File: src/rtl/slim_reg_pkg.sv
/*
 Shared constants, message layouts and message builders for the control
 register bridge carried over a simplified serial message link.
 Assumes both ends run on the same nominal core clock rate.
*/
package slim_reg_pkg;

	// ****************************************************************
	// widths
	// ****************************************************************
	localparam int ADDR_W = 24;
	localparam int DATA_W = 16;
	localparam int LA_W = 8;
	localparam int MSG_W = 56;
	localparam logic [5:0] MSG_LEN_BITS = 6'h38;

	// ****************************************************************
	// message field values
	// ****************************************************************
	localparam logic [7:0] MGR_LA = 8'hFF;
	localparam logic ACCESS_BYTE = 1'h1;
	localparam logic [2:0] SLICE_2BYTE = 3'h1;
	localparam logic [11:0] PAGE_ADDR = 12'h800;
	localparam logic [11:0] DATA_BASE = 12'hA00;
	localparam logic [11:0] DATA_LAST = 12'hBFE;
	localparam logic [15:0] PAGE_RESET = 16'h0000;
	// message codes: values are arbitrary local encodings
	localparam logic [7:0] MSG_CHANGE_VALUE = 8'h01;
	localparam logic [7:0] MSG_REQUEST_VALUE = 8'h02;
	localparam logic [7:0] MSG_REPLY_VALUE = 8'h03;

	// ****************************************************************
	// timing
	// ****************************************************************
	localparam int CLK_PERIOD_NS = 100;
	localparam int LINK_PERIOD_NS = 800;
	localparam int LINK_HALF_CYC = LINK_PERIOD_NS / (2 * CLK_PERIOD_NS);
	localparam logic [7:0] REPLY_TIMEOUT_BITS = 8'hC8;

	// ****************************************************************
	// message layouts, sent most significant bit first
	// ****************************************************************
	typedef struct packed {
		logic [7:0] code;
		logic [7:0] src;
		logic [7:0] dst;
		logic accMode;
		logic [2:0] slice;
		logic [11:0] byteAddr;
		logic [15:0] value;
	} req_msg_s;

	typedef struct packed {
		logic [7:0] code;
		logic [7:0] src;
		logic [7:0] dst;
		logic [15:0] tid;
		logic [15:0] data;
	} reply_msg_s;

	// value map byte address of one data element
	function automatic logic [11:0] data_addr(input logic [7:0] low);
		return DATA_BASE + {3'h0, low, 1'h0};
	endfunction : data_addr

	// manager-sourced request in byte mode with a two-byte slice
	function automatic logic [MSG_W-1:0] make_request(input logic [7:0] code,
		input logic [7:0] dst, input logic [11:0] ba, input logic [15:0] val);
		req_msg_s m;
		m.code = code;
		m.src = MGR_LA;
		m.dst = dst;
		m.accMode = ACCESS_BYTE;
		m.slice = SLICE_2BYTE;
		m.byteAddr = ba;
		m.value = val;
		return m;
	endfunction : make_request

endpackage : slim_reg_pkg

File: src/rtl/slim_link_if.sv
/*
 Link wires between the manager end and the device end.
 Assumes the manager makes the link clock; the bench joins both ends here.
*/
`timescale 1ns/1ps
`default_nettype none

interface slim_link_if;
	logic linkClk;
	logic mgrFrame;
	logic mgrData;
	logic devFrame;
	logic devData;

	modport manager (output linkClk, output mgrFrame, output mgrData,
		input devFrame, input devData);
	modport device (input linkClk, input mgrFrame, input mgrData,
		output devFrame, output devData);
endinterface : slim_link_if

`default_nettype wire

File: src/rtl/slim_reg_manager.sv
/*
 Manager end: turns register commands into page and data messages, makes
 the link clock by dividing clk, and collects read replies.
 Assumes one command at a time through a valid/ready handshake.
*/
`timescale 1ns/1ps
`default_nettype none

module slim_reg_manager
(
	slim_link_if.manager link, // serial link to the device
	input wire logic clk, // core clock
	input wire logic resetn, // asynchronous reset, active low
	input wire logic [slim_reg_pkg::LA_W-1:0] destLa, // device logical address
	input wire logic cmdValid, // command offered
	input wire logic cmdRead, // 1 read, 0 write
	input wire logic [slim_reg_pkg::ADDR_W-1:0] cmdAddr, // register address
	input wire logic [slim_reg_pkg::DATA_W-1:0] cmdWdata, // write data
	input wire logic [15:0] cmdTid, // transaction id for reads
	output logic cmdReady, // command can be taken
	output logic rspValid, // one-cycle reply pulse
	output logic rspTimeout, // one-cycle pulse, no reply came
	output logic [15:0] rspTid, // reply transaction id
	output logic [slim_reg_pkg::DATA_W-1:0] rspData // reply data
);
	import slim_reg_pkg::*;

	// ****************************************************************
	// state
	// ****************************************************************
	typedef enum logic [1:0] {
		M_IDLE = 2'b00,
		M_PAGE = 2'b01,
		M_CMD = 2'b10,
		M_WAIT = 2'b11
	} mgr_state_e;

	typedef struct packed {
		mgr_state_e state;
		logic [2:0] divCnt;
		logic linkClk;
		logic [1:0] frmSync;
		logic [1:0] datSync;
		logic frmPrev;
		logic [MSG_W-1:0] rxShift;
		logic [5:0] rxCount;
		logic [MSG_W-1:0] txShift;
		logic [5:0] txCount;
		logic mgrFrame;
		logic mgrData;
		logic [15:0] page;
		logic pageValid;
		logic isRead;
		logic [ADDR_W-1:0] addr;
		logic [DATA_W-1:0] wdata;
		logic [15:0] tid;
		logic [7:0] waitCnt;
		logic cmdReady;
		logic rspValid;
		logic rspTimeout;
		logic [15:0] rspTid;
		logic [DATA_W-1:0] rspData;
	} mgr_state_s;

	mgr_state_s s_reg;
	mgr_state_s s_next;

	// ****************************************************************
	// next state
	// ****************************************************************
	always_comb
	begin
		logic fall;
		logic done;
		logic [7:0] code;
		reply_msg_s r;
		fall = 1'h0;
		done = 1'h0;
		code = MSG_CHANGE_VALUE;
		r = reply_msg_s'(s_reg.rxShift);
		s_next = s_reg;
		s_next.rspValid = 1'h0;
		s_next.rspTimeout = 1'h0;

		// divider: the link clock is ours, so its edges need no detection
		if (s_reg.divCnt == 3'(LINK_HALF_CYC - 1))
		begin
			s_next.divCnt = 3'h0;
			s_next.linkClk = ~s_reg.linkClk;
			fall = s_reg.linkClk;
		end
		else
		begin
			s_next.divCnt = 3'(s_reg.divCnt + 3'h1);
		end

		// reply lines cross in through two flops each
		s_next.frmSync = {s_reg.frmSync[0], link.devFrame};
		s_next.datSync = {s_reg.datSync[0], link.devData};

		// sample replies and shift requests out on falling edges
		if (fall)
		begin
			s_next.frmPrev = s_reg.frmSync[1];
			if (s_reg.frmSync[1])
			begin
				s_next.rxShift = {s_reg.rxShift[MSG_W-2:0], s_reg.datSync[1]};
				if (s_reg.rxCount != 6'h3F)
				begin
					s_next.rxCount = 6'(s_reg.rxCount + 6'h01);
				end
			end
			else
			begin
				s_next.rxCount = 6'h00;
				done = s_reg.frmPrev && s_reg.rxCount == MSG_LEN_BITS;
			end
			if (s_reg.txCount == 6'h00)
			begin
				s_next.mgrFrame = 1'h0;
				s_next.mgrData = 1'h0;
			end
			else
			begin
				s_next.mgrFrame = 1'h1;
				s_next.mgrData = s_reg.txShift[MSG_W-1];
				s_next.txShift = {s_reg.txShift[MSG_W-2:0], 1'h0};
				s_next.txCount = 6'(s_reg.txCount - 6'h01);
			end
		end

		code = s_reg.isRead ? MSG_REQUEST_VALUE : MSG_CHANGE_VALUE;
		unique case (s_reg.state)
			M_IDLE:
			begin
				// ready comes up once after reset; nothing can be taken before it
				if (!s_reg.pageValid && !s_reg.cmdReady)
				begin
					s_next.cmdReady = 1'h1;
				end
				else if (cmdValid && s_reg.cmdReady)
				begin
					s_next.cmdReady = 1'h0;
					s_next.isRead = cmdRead;
					s_next.addr = cmdAddr;
					s_next.wdata = cmdWdata;
					s_next.tid = cmdTid;
					s_next.txCount = MSG_LEN_BITS;
					if (!s_reg.pageValid || cmdAddr[23:8] != s_reg.page)
					begin
						s_next.page = cmdAddr[23:8];
						s_next.pageValid = 1'h1;
						s_next.txShift = make_request(MSG_CHANGE_VALUE, destLa,
							PAGE_ADDR, cmdAddr[23:8]);
						s_next.state = M_PAGE;
					end
					else
					begin
						// unchanged page: the page message is skipped
						s_next.txShift = make_request(cmdRead ? MSG_REQUEST_VALUE
							: MSG_CHANGE_VALUE, destLa, data_addr(cmdAddr[7:0]),
							cmdRead ? cmdTid : cmdWdata);
						s_next.state = M_CMD;
					end
				end
			end
			M_PAGE:
			begin
				if (s_reg.txCount == 6'h00 && !s_reg.mgrFrame)
				begin
					s_next.txShift = make_request(code, destLa, data_addr(s_reg.addr[7:0]),
						s_reg.isRead ? s_reg.tid : s_reg.wdata);
					s_next.txCount = MSG_LEN_BITS;
					s_next.state = M_CMD;
				end
			end
			M_CMD:
			begin
				if (s_reg.txCount == 6'h00 && !s_reg.mgrFrame)
				begin
					s_next.waitCnt = 8'h00;
					s_next.state = s_reg.isRead ? M_WAIT : M_IDLE;
					s_next.cmdReady = !s_reg.isRead;
				end
			end
			M_WAIT:
			begin
				// no new request until the reply or the timeout
				if (done && r.code == MSG_REPLY_VALUE && r.src == destLa
					&& r.dst == MGR_LA && r.tid == s_reg.tid)
				begin
					s_next.rspValid = 1'h1;
					s_next.rspTid = r.tid;
					s_next.rspData = r.data;
					s_next.cmdReady = 1'h1;
					s_next.state = M_IDLE;
				end
				else if (fall && s_reg.waitCnt == REPLY_TIMEOUT_BITS)
				begin
					s_next.rspTimeout = 1'h1;
					s_next.cmdReady = 1'h1;
					s_next.state = M_IDLE;
				end
				else if (fall)
				begin
					s_next.waitCnt = 8'(s_reg.waitCnt + 8'h01);
				end
			end
		endcase
	end

	// ****************************************************************
	// registers
	// ****************************************************************
	// reset leaves the link idle and the command port closed
	always_ff @(posedge clk or negedge resetn)
	begin
		if (!resetn)
		begin
			s_reg <= '0;
		end
		else
		begin
			s_reg <= s_next;
		end
	end

	// ****************************************************************
	// outputs, all straight from flops
	// ****************************************************************
	assign cmdReady = s_reg.cmdReady;
	assign rspValid = s_reg.rspValid;
	assign rspTimeout = s_reg.rspTimeout;
	assign rspTid = s_reg.rspTid;
	assign rspData = s_reg.rspData;
	assign link.linkClk = s_reg.linkClk;
	assign link.mgrFrame = s_reg.mgrFrame;
	assign link.mgrData = s_reg.mgrData;

endmodule : slim_reg_manager

`default_nettype wire

File: src/flat_wrapper.sv
// flat-port wrapper written by rule: the top's interface ports become plain ports
module slim_reg_manager_flat import slim_reg_pkg::*;
  (clk, resetn, destLa, cmdValid, cmdRead, cmdAddr, cmdWdata, cmdTid, cmdReady, rspValid, rspTimeout, rspTid, rspData, link_linkClk, link_mgrFrame, link_mgrData, link_devFrame, link_devData);
  slim_link_if link_i ();
  input wire logic clk;
  input wire logic resetn;
  input wire logic [slim_reg_pkg::LA_W-1:0] destLa;
  input wire logic cmdValid;
  input wire logic cmdRead;
  input wire logic [slim_reg_pkg::ADDR_W-1:0] cmdAddr;
  input wire logic [slim_reg_pkg::DATA_W-1:0] cmdWdata;
  input wire logic [15:0] cmdTid;
  output logic cmdReady;
  output logic rspValid;
  output logic rspTimeout;
  output logic [15:0] rspTid;
  output logic [slim_reg_pkg::DATA_W-1:0] rspData;
  output wire logic [$bits(link_i.linkClk)-1:0] link_linkClk;
  output wire logic [$bits(link_i.mgrFrame)-1:0] link_mgrFrame;
  output wire logic [$bits(link_i.mgrData)-1:0] link_mgrData;
  input wire logic [$bits(link_i.devFrame)-1:0] link_devFrame;
  input wire logic [$bits(link_i.devData)-1:0] link_devData;
  assign link_linkClk = link_i.linkClk;
  assign link_mgrFrame = link_i.mgrFrame;
  assign link_mgrData = link_i.mgrData;
  assign link_i.devFrame = link_devFrame;
  assign link_i.devData = link_devData;
  slim_reg_manager u_core (.link(link_i), .clk(clk), .resetn(resetn), .destLa(destLa), .cmdValid(cmdValid), .cmdRead(cmdRead), .cmdAddr(cmdAddr), .cmdWdata(cmdWdata), .cmdTid(cmdTid), .cmdReady(cmdReady), .rspValid(rspValid), .rspTimeout(rspTimeout), .rspTid(rspTid), .rspData(rspData));
endmodule
File: config.mk
export PLATFORM = sky130hd
export DESIGN_NAME = slim_reg_manager_flat
export DESIGN_NICKNAME = d
export VERILOG_FILES = /design/src/rtl/slim_reg_pkg.sv /design/src/rtl/slim_link_if.sv /design/src/rtl/slim_reg_manager.sv /design/src/flat_wrapper.sv
export SDC_FILE = /design/constraint.sdc
export NUM_CORES = 1
export LEC_CHECK = 0
export BUFFER_PORTS_ARGS = -buffer_cell sky130_fd_sc_hd__buf_4
export CORE_MARGIN = 3
export CORE_UTILIZATION = 55
export CTS_CLUSTER_SIZE = 8
export DETAILED_ROUTE_END_ITERATION = 6
export PLACE_DENSITY = 0.75
export SYNTH_ARGS = -nofsm -noshare
export SYNTH_HDL_FRONTEND = slang
export SYNTH_SLANG_ARGS = --single-unit
File: constraint.sdc
create_clock -name clk -period 4.3 [get_ports clk]
set_clock_uncertainty 0.05 [all_clocks]
set_input_delay 0.215 -clock clk [delete_from_list [all_inputs] [get_ports clk]]
set_output_delay 0.215 -clock clk [all_outputs]
set_load 0.1 [all_outputs]
==> results.yml, run 1 <==
drt:
  wl_per_cell_um: 17.6
  totalWireLength_mm: 24.9
  ant_nets: 0
  firstDrtPassIters: 6
  vias: 7844
  drcViolationCount: 0
  first_iter_violations: 483
  via_per_inst: 5.52
cells_and_area:
  drive_gt1_frac: 0.267
  largest_reg_flops: 198
  fill_cells: 1421
  design_area_mm2: 0.0135
  num_antenna_cells: 0
  fin_cells: 1420
  multi_input_comb_area_mm2: 0.00467
  fin_nets: 1229
  syn2layout_area_growth_pct: 21.3
  seq_area_mm2: 0.00596
worst_setup_path:
  path_cells: "or4_1, nor4_2, nand4_1, nor3_4, buf_12, mux2_2"
  r2r_cells: 6
  slowest_stage: "nor3_4"
  cpPeakStageDelay_ns: 0.69
  cp_data_required_time_ns: 4.62
  cp.arrival_ns: 3.33
  cp-start-kind: "flop"
  path_class: "flop to flop"
  worstPathMaxFanout: 28
  r2r-start: "u_core.s_reg[238]$_DFFE_PN0P_"
  worstReg2RegEnd: "u_core.rspData[2]$_DFFE_PN0P_"
  end_kind: "flop"
  reg2reg_slack_ns: 1.29
synthesis:
  ys_types: 57
  synth_edf_count: 0
  synth_top_area_frac: 0.534
  synthesis.instances: 1016
  yosys_register_bits: 238
  synth_flop_cell: "dfrtp_1"
  yosys-top-cells-area: "dfrtp_1 53%, mux2_2 13%, nand2_1 8.0%"
  synth.avg_cell_area_um2: 11.0
  syn-num-nets: 1092
  synthTopCellsByCount: "238 x dfrtp_1, 238 x nand2_1, 131 x mux2_2, 43 x mux2i_1, 38 x clkbuf_1"
  ys_async_sr_fraction: 1.00
  synth.cell_area_mm2: 0.0112
  yosysSeqAreaShare: 0.534
  yosys_warnings: 0
  yosysTopAreaCell: "dfrtp_1"
sta:
  max-slew-margin-rel: 0.303
  finalMaxSlewViolations: 0
  rsz0062_at_grt: "no"
  fmax_mhz: 333
  worst-slew-pin-transition_ns: 1.04
  period_share: 0.699
  hold_ws_ns: 0.112
  setup_viol: 0
  fin_crit_ns: 3.01
  tns_ns: 0
  final-hold-violation-count: 0
grt:
  grt.overflow.total: 0
  antenna_found_initial: 0
  grt_pass1_vias: 8012
  grt_max_degree: 131
  track_usage: 0.233
  grt_pass1_wl_mm: 41.5
power_and_ir_drop:
  p_sw_frac: 0.207
  intPower_uw: 3850
  comb_power_share: 0.044
  power_density_mw_per_mm2: 359
  peakVddDrop_mv: 0.248
  clkPwrFrac: 0.490
  seqPwrFrac: 0.466
  leakage_uw: 0.00661
  p_total_uw: 4860
  power.switching_uw: 1010
min_path:
  hold_end: "u_core.s_reg[99]$_DFFE_PN0P_"
  hold_depth: 3
  min_from: "cmdRead"
  hp-class: "input port to flop"
placement:
  port_buffers: 107
  gp_congestion: 0.843
  hpwl_mm: 15.8
  dp_cells: 1314
  dpl_cell_area_mm2: 0.0119
cts:
  cts_root_buf: "clkbuf_16"
  ctsHoldBuffers: 67
  clock_path_buffers: 3
  clkSlewWorstSetupHoldPaths_ns: 0.05
  cts_setup_buffers: 0
  cts.sinks: 238
  numCtsBuffers: 35
  insertion_delay_ns: 0.50
  cts-resized-gates: 0
  htree_levels: 2
  cts_tree: "built"
run:
  maxCapViolCount: 0
status:
  status: "finished clean"
floorplan:
  pin_count: 108
  rows: 51
  initial_core_util: 0.566
  core_mm2: 0.0197
  die_x_um: 148
  die_h_um: 148
  die-area_mm2: 0.0220
[placed cells by master, fill, tap and decap left out, types with 3 or more instances in the layout]
cell / Yosys / final
a21oi_1: 25 / 25
a31oi_1: 8 / 8
a32oi_1: 8 / 8
and2_1: 3 / 3
buf_4: 33 / 118
clkbuf_16: 0 / 36
dfrtp_1: 238 / 238
dlygate4sd3_1: 0 / 67
ha_1: 6 / 6
inv_1: 11 / 11
mux2_2: 131 / 131
mux2i_1: 43 / 43
nand2_1: 238 / 237
nand2b_1: 4 / 4
nand3_1: 26 / 26
nand4_1: 10 / 10
nor2_1: 26 / 25
nor3_1: 5 / 5
nor3_4: 2 / 3
nor4_1: 10 / 10
o21ai_0: 24 / 24
o221ai_1: 15 / 15
o22ai_1: 3 / 3
o31ai_1: 4 / 4
or2_2: 3 / 3
or3_1: 5 / 4
or4_1: 5 / 5
xnor2_1: 10 / 10
xor2_1: 32 / 32
[power by group through the flow]
stage | clock, µW | combinational (µW) | sequential (µW)
floorplan | 0 | 41.8 | 2300
global placement | 0 | 164 | 2300
detailed placement | 0 | 165 | 2300
CTS | 2440 | 214 | 2260
global route | 2530 | 236 | 2260
finish | 2380 | 214 | 2260
[metal layers]
metal  up-vias  wire, µm  track usage  share of wire
li1       3741         -            -              -
met1      3845     10500        0.313           0.42
met2       219     12600        0.396           0.51
met3        39      1270       0.0350          0.051
met4         0       521       0.0679          0.021
met5         -         0            0              0
[worst max-delay path, delay by kind of cell, from the launching register on]
family / cells / cell delay, ns
multiplexers: 1 / 0.35
AND/OR/NAND/NOR: 4 / 1.83
buffers and inverters: 1 / 0.27
flip-flops: 1 / 0.38
[through the flow]
stage | setup WS [ns] | utilization
after floorplan | 1.57 | -
after global placement | 1.39 | 0.604
after detailed placement | 1.29 | 0.604
after CTS | 1.26 | 0.686
after global routing | 1.07 | 0.686
final | 1.29 | 0.686
[how the worst max path moves through the flow]
stage	from	to	slack, ns
6_report	u_core.s_reg[238]$_DFFE_PN0P_	u_core.rspData[2]$_DFFE_PN0P_	1.29
5_1_grt	u_core.s_reg[249]$_DFF_PN0_	u_core.rspData[7]$_DFFE_PN0P_	1.07
3_3_place_gp	u_core.s_reg[238]$_DFFE_PN0P_	u_core.rspData[1]$_DFFE_PN0P_	1.39
4_1_cts	u_core.s_reg[238]$_DFFE_PN0P_	u_core.rspData[7]$_DFFE_PN0P_	1.26
3_5_place_dp	u_core.s_reg[238]$_DFFE_PN0P_	u_core.rspData[11]$_DFFE_PN0P_	1.29
2_1_floorplan	u_core.link.linkClk$_DFFE_PN0N_	u_core.rspData[0]$_DFFE_PN0P_	1.57
[logic make-up (layout without fill, tap and decap cells)]
group / Yosys count / in the layout / share of synthesized area
simple gates: 355 / 355 / 0.145
flops: 238 / 238 / 0.534
mux: 174 / 174 / 0.171
compound gates: 103 / 103 / 0.0601
xor+xnor: 42 / 42 / 0.0330
buf+inv: 98 / 237 / 0.0497
fa+ha+maj: 6 / 6 / 0.00673
[cell type report]
class                           instances  share of cell area
Sequential cell                       238               0.440
Multi-Input combinational cell        680               0.345
Timing Repair Buffer                  187               0.118
Clock buffer                           37              0.0676
Tap cell                              265              0.0245
Inverter                               11             0.00305
Clock inverter                          2             0.00185
(Power assumes the default switching activity.)
==> inputs of run 2 (changes only) <==
Settings changed: CORE_UTILIZATION 55 to 54, PLACE_DENSITY 0.75 to 0.77.
Clock period 4.3 ns to 2.75 ns, I/O delays scaled along.
==> run 2 against run 1 <==
Compared with the run above:
- utilization increased by 0.65 points
- die area increased by 1.8%
- non-clock buffer count increased by 18
- power increased by 57%
- critical path depth unchanged
==> results.yml, run 2 (same netlist as run 1, synthesis figures left out) <==
cts:
  htree_levels: 2
  cts_tree: "built"
  clock_path_buffers: 3
  numCtsBuffers: 35
  cts-resized-gates: 0
  cts_root_buf: "clkbuf_16"
  cts.sinks: 238
  insertion_delay_ns: 0.49
  clkSlewWorstSetupHoldPaths_ns: 0.05
power_and_ir_drop:
  leakage_uw: 0.00674
  peakVddDrop_mv: 0.436
  power_density_mw_per_mm2: 554
worst_setup_path:
  r2r-start: "u_core.s_reg[238]$_DFFE_PN0P_"
  cp.arrival_ns: 2.89
  cp_data_required_time_ns: 3.07
  worstPathMaxFanout: 13
  cp-start-kind: "flop"
  end_kind: "flop"
  worstSetupStartpoint: "u_core.s_reg[238]$_DFFE_PN0P_"
  path_class: "flop to flop"
cells_and_area:
  fin_nets: 1247
  multi_input_comb_area_mm2: 0.00467
  largest_reg_flops: 198
  final_common_cell: "dfrtp_1"
  design_area_mm2: 0.0137
  fin_cells: 1438
  num_antenna_cells: 0
  syn2layout_area_growth_pct: 23.2
  layout_common_cells: "238 x dfrtp_1, 237 x nand2_1, 131 x mux2_2, 129 x buf_4, 67 x dlygate4sd3_1"
  seq_area_mm2: 0.00596
  fill_cells: 1416
  utilization: 0.693
  drive_gt1_frac: 0.276
drt:
  wl_per_cell_um: 18.6
  ant_nets: 0
  first_iter_violations: 595
  drcViolationCount: 0
  firstDrtPassIters: 5
  vias: 8211
  totalWireLength_mm: 26.8
  via_per_inst: 5.71
grt:
  grt.overflow.total: 0
  grt_pass1_vias: 8390
  track_usage: 0.245
  grt_max_degree: 88
  grt_pass1_wl_mm: 43.9
  antenna_found_initial: 0
placement:
  hpwl_mm: 16.8
  gp_congestion: 0.826
  port_buffers: 107
  dpl_cell_area_mm2: 0.0121
  dp_cells: 1330
floorplan:
  rows: 51
  die_x_um: 150
  die-area_mm2: 0.0224
  initial_core_util: 0.562
  pin_count: 108
  die_h_um: 150
  core_mm2: 0.0198
sta:
  period_share: 0.932
  fmax_mhz: 390
  rsz0062_at_grt: "no"
  max-slew-margin-rel: 0.417
  setup_viol: 0
  hold_ws_ns: 0.0578
  tns_ns: 0
  worst-slew-pin-transition_ns: 0.875
  finalMaxSlewViolations: 0
  final-hold-violation-count: 0
  fin_crit_ns: 2.56
run:
  maxCapViolCount: 0
min_path:
  min_from: "cmdRead"
  hp-class: "input port to flop"
status:
  status: "finished clean"
-- run 2: cell count changes in the layout (fill, tap and decap cells not counted) --
cell,change
clkinv_8,-1
clkbuf_16,+1
buf_4,+11
buf_12,+7
clkbuf_8,-1
clkbuf_1,+2
inv_6,-1
-- run 2: cell type report --
cell class                      count  area share
Clock buffer                       39      0.0679
Sequential cell                   238       0.433
Timing Repair Buffer              205       0.132
Inverter                           11     0.00300
Tap cell                          265      0.0241
Multi-Input combinational cell    680       0.340
-- run 2: stage by stage --
step | worst slack, ns | power [µW]
2_1_floorplan | 0.0158 | 3650
3_3_place_gp | 0.234 | 3860
3_5_place_dp | 0.0796 | 3860
4_1_cts | 0.0591 | 7700
5_1_grt | 0.0833 | 7890
6_report | 0.186 | 7620
-- run 2: repair_timing --
action,in CTS,in global routing
buffers inserted,0,2
setup endpoints to repair,0,3
hold endpoints to repair,171,0
hold buffers,67,0
-- run 2: path summary, 6_finish.rpt --
path / depth (start not counted) / end / slack, ns
setup / recovery: 6 / u_core.rspTid[5]$_DFFE_PN0P_ / 0.19
hold / removal: 3 / u_core.s_reg[99]$_DFFE_PN0P_ / 0.06
setup reg to reg: 6 / u_core.rspTid[5]$_DFFE_PN0P_ / 0.19
hold reg to reg: 0 / u_core.s_reg[247]$_DFF_PN0_ / 0.30
max in group asynchronous: 3 / u_core.s_reg[39]$_DFFE_PN0P_ / 1.63
min in group asynchronous: 2 / u_core.link.linkClk$_DFFE_PN0N_ / 0.19
-- run 2: where the power goes --
| part | internal, µW | switching [µW] |
|---|---|---|
| sequential | 3530 | 12.3 |
| combinational | 180 | 171 |
| clock | 2350 | 1380 |
| total | 6050 | 1560 |
-- run 2: critical path: stages, from the launching register on --
cell and delay [ns]:
dfrtp_1 0.39, or4_1 0.55, nor4_2 0.29, nand4_1 0.29, nor3_4 0.26, buf_4 0.26, mux2_2 0.36
-- run 2: metal layers --
metal / track usage / vias up / wire length [µm]
li1: - / 3789 / -
met1: 0.325 / 4072 / 11300
met2: 0.417 / 298 / 13300
met5: 0 / - / 0
met4: 0.0691 / 0 / 621
met3: 0.0439 / 52 / 1640
==> inputs of run 3 (changes only) <==
Clock period 2.75 ns to 2.2 ns, I/O delays scaled along.
==> run 3 against run 2 <==
Compared with the run above:
- sequential cell count unchanged
- largest power group unchanged
- largest cell class unchanged
- the run now ends with negative setup slack left
- combinational power up 36%
- critical endpoint is now u_core.rspData[5]$_DFFE_PN0P_
- sequential power up 25%
- non-clock buffer count up 95
- first-iteration DRC count up 16%
==> results.yml, run 3 (same netlist as run 1, synthesis figures left out) <==
grt:
  grtUsageMet3: 0.0448
  grt_pass1_vias: 8990
  antenna_found_initial: 0
  grt_max_degree: 66
  track_usage: 0.267
  use_met2: 0.461
  grt_pass1_wl_mm: 47.6
  grt.busiest_layer: "met2"
  gr-usage-met1: 0.343
  grt.overflow.total: 0
power_and_ir_drop:
  power_density_mw_per_mm2: 638
  leakage_uw: 0.00741
  peakVddDrop_mv: 0.450
  p_total_uw: 9660
status:
  status: "complete, but fails checks"
  violations: "negative setup slack"
cts:
  clkSlewWorstSetupHoldPaths_ns: 0.05
  cts_root_buf: "clkbuf_16"
  htree_levels: 2
  cts_tree: "built"
  numCtsBuffers: 35
  clock_path_buffers: 3
  insertion_delay_ns: 0.50
  cts.sinks: 238
sta:
  worst-slew-pin-transition_ns: 0.571
  setup_slack_ns: -0.327
  tns_ns: -12.64
  setup_viol: 70
  fin_crit_ns: 2.53
  final-hold-violation-count: 0
  hold_ws_ns: 0.0310
  max-slew-margin-rel: 0.618
  period_share: 1.15
  rsz0062_at_grt: "yes"
  fmax_mhz: 396
  finalMaxSlewViolations: 0
drt:
  via_per_inst: 5.71
  wl_per_cell_um: 20.1
  drcViolationCount: 0
  firstDrtPassIters: 5
  totalWireLength_mm: 30.8
  vias: 8769
  ant_nets: 0
  first_iter_violations: 692
placement:
  port_buffers: 107
  hpwl_mm: 17.4
  gp_congestion: 0.851
  dpl_cell_area_mm2: 0.0127
floorplan:
  initial_core_util: 0.562
  core_mm2: 0.0198
  pin_count: 108
  rows: 51
  die_x_um: 150
  die-area_mm2: 0.0224
  die_h_um: 150
cells_and_area:
  design_area_mm2: 0.0151
  final_common_cell: "nand2_1"
  fin_nets: 1343
  syn2layout_area_growth_pct: 35.7
  drive_gt1_frac: 0.362
  fill_cells: 1151
  num_antenna_cells: 0
  layout_common_cells: "236 x nand2_1, 235 x dfrtp_1, 202 x buf_4, 87 x mux2_2, 67 x dlygate4sd3_1"
  largest_reg_flops: 198
  utilization: 0.763
worst_setup_path:
  path_class: "flop to flop"
  cp_data_required_time_ns: 2.51
  worstPathMaxFanout: 5
  end_kind: "flop"
  cp.arrival_ns: 2.84
  cp-start-kind: "flop"
min_path:
  hp-class: "input port to flop"
run:
  maxCapViolCount: 0
-- run 3: metal layers --
| metal | up-vias | part of all wire |
|---|---|---|
| li1 | 3992 | - |
| met1 | 4361 | 0.40 |
| met2 | 346 | 0.52 |
| met3 | 70 | 0.055 |
| met4 | 0 | 0.028 |
| met5 | - | 0 |
-- run 3: power breakdown --
part | total, µW | internal, µW | switching, µW
sequential | 4420 | 4410 | 13.1
clock | 4770 | 2960 | 1800
combinational | 476 | 243 | 234
-- run 3: critical path: stages, from the launching register on --
cell,delay [ns]
dfrtp_1,0.38
or4_4,0.55
nor4_4,0.25
nand4_1,0.22
nor3_4,0.22
buf_6,0.15
buf_6,0.13
buf_16,0.13
mux2_4,0.30
-- run 3: cell type report --
cell class | count | area [µm²] | share of cell area
Sequential cell | 238 | 5960 | 0.394
Multi-Input combinational cell | 681 | 5100 | 0.337
Timing Repair Buffer | 300 | 2750 | 0.182
Clock buffer | 42 | 945 | 0.0624
Tap cell | 265 | 332 | 0.0219
Inverter | 11 | 41.3 | 0.00273
-- run 3: metrics by stage --
stage | worst slack [ns] | std cells
after CTS | -0.235 | 1517
after detailed placement | -0.201 | 1398
after floorplan | -0.104 | 1016
final | -0.327 | 1537
after global placement | -0.132 | 1398
after global routing | -0.402 | 1537
-- run 3: path summary, 6_finish.rpt --
kind | startpoint | end | slack [ns] | cells past startpoint
worst max-delay path | u_core.s_reg[237]$_DFFE_PN0P_ | u_core.rspData[5]$_DFFE_PN0P_ | -0.33 | 8
worst min-delay path | cmdRead | u_core.s_reg[99]$_DFFE_PN0P_ | 0.03 | 3
worst max register to register | u_core.s_reg[237]$_DFFE_PN0P_ | u_core.rspData[5]$_DFFE_PN0P_ | -0.33 | 8
worst min register to register | u_core.s_next[247]$_DFF_PN0_ | u_core.s_reg[247]$_DFF_PN0_ | 0.29 | 0
max in group asynchronous | resetn | u_core.s_reg[53]$_DFFE_PN0P_ | 1.25 | 3
min in group asynchronous | resetn | u_core.link.linkClk$_DFFE_PN0N_ | 0.13 | 2
-- run 3: repair_timing --
item | in CTS | in global routing
endpoints found under the setup margin | 82 | 94
resized for setup | 49 | 59
gates cloned | 5 | 4
hold buffers | 67 | 0
setup buffers | 6 | 16
hold endpoints to repair | 268 | 0
pin swaps | 18 | 20
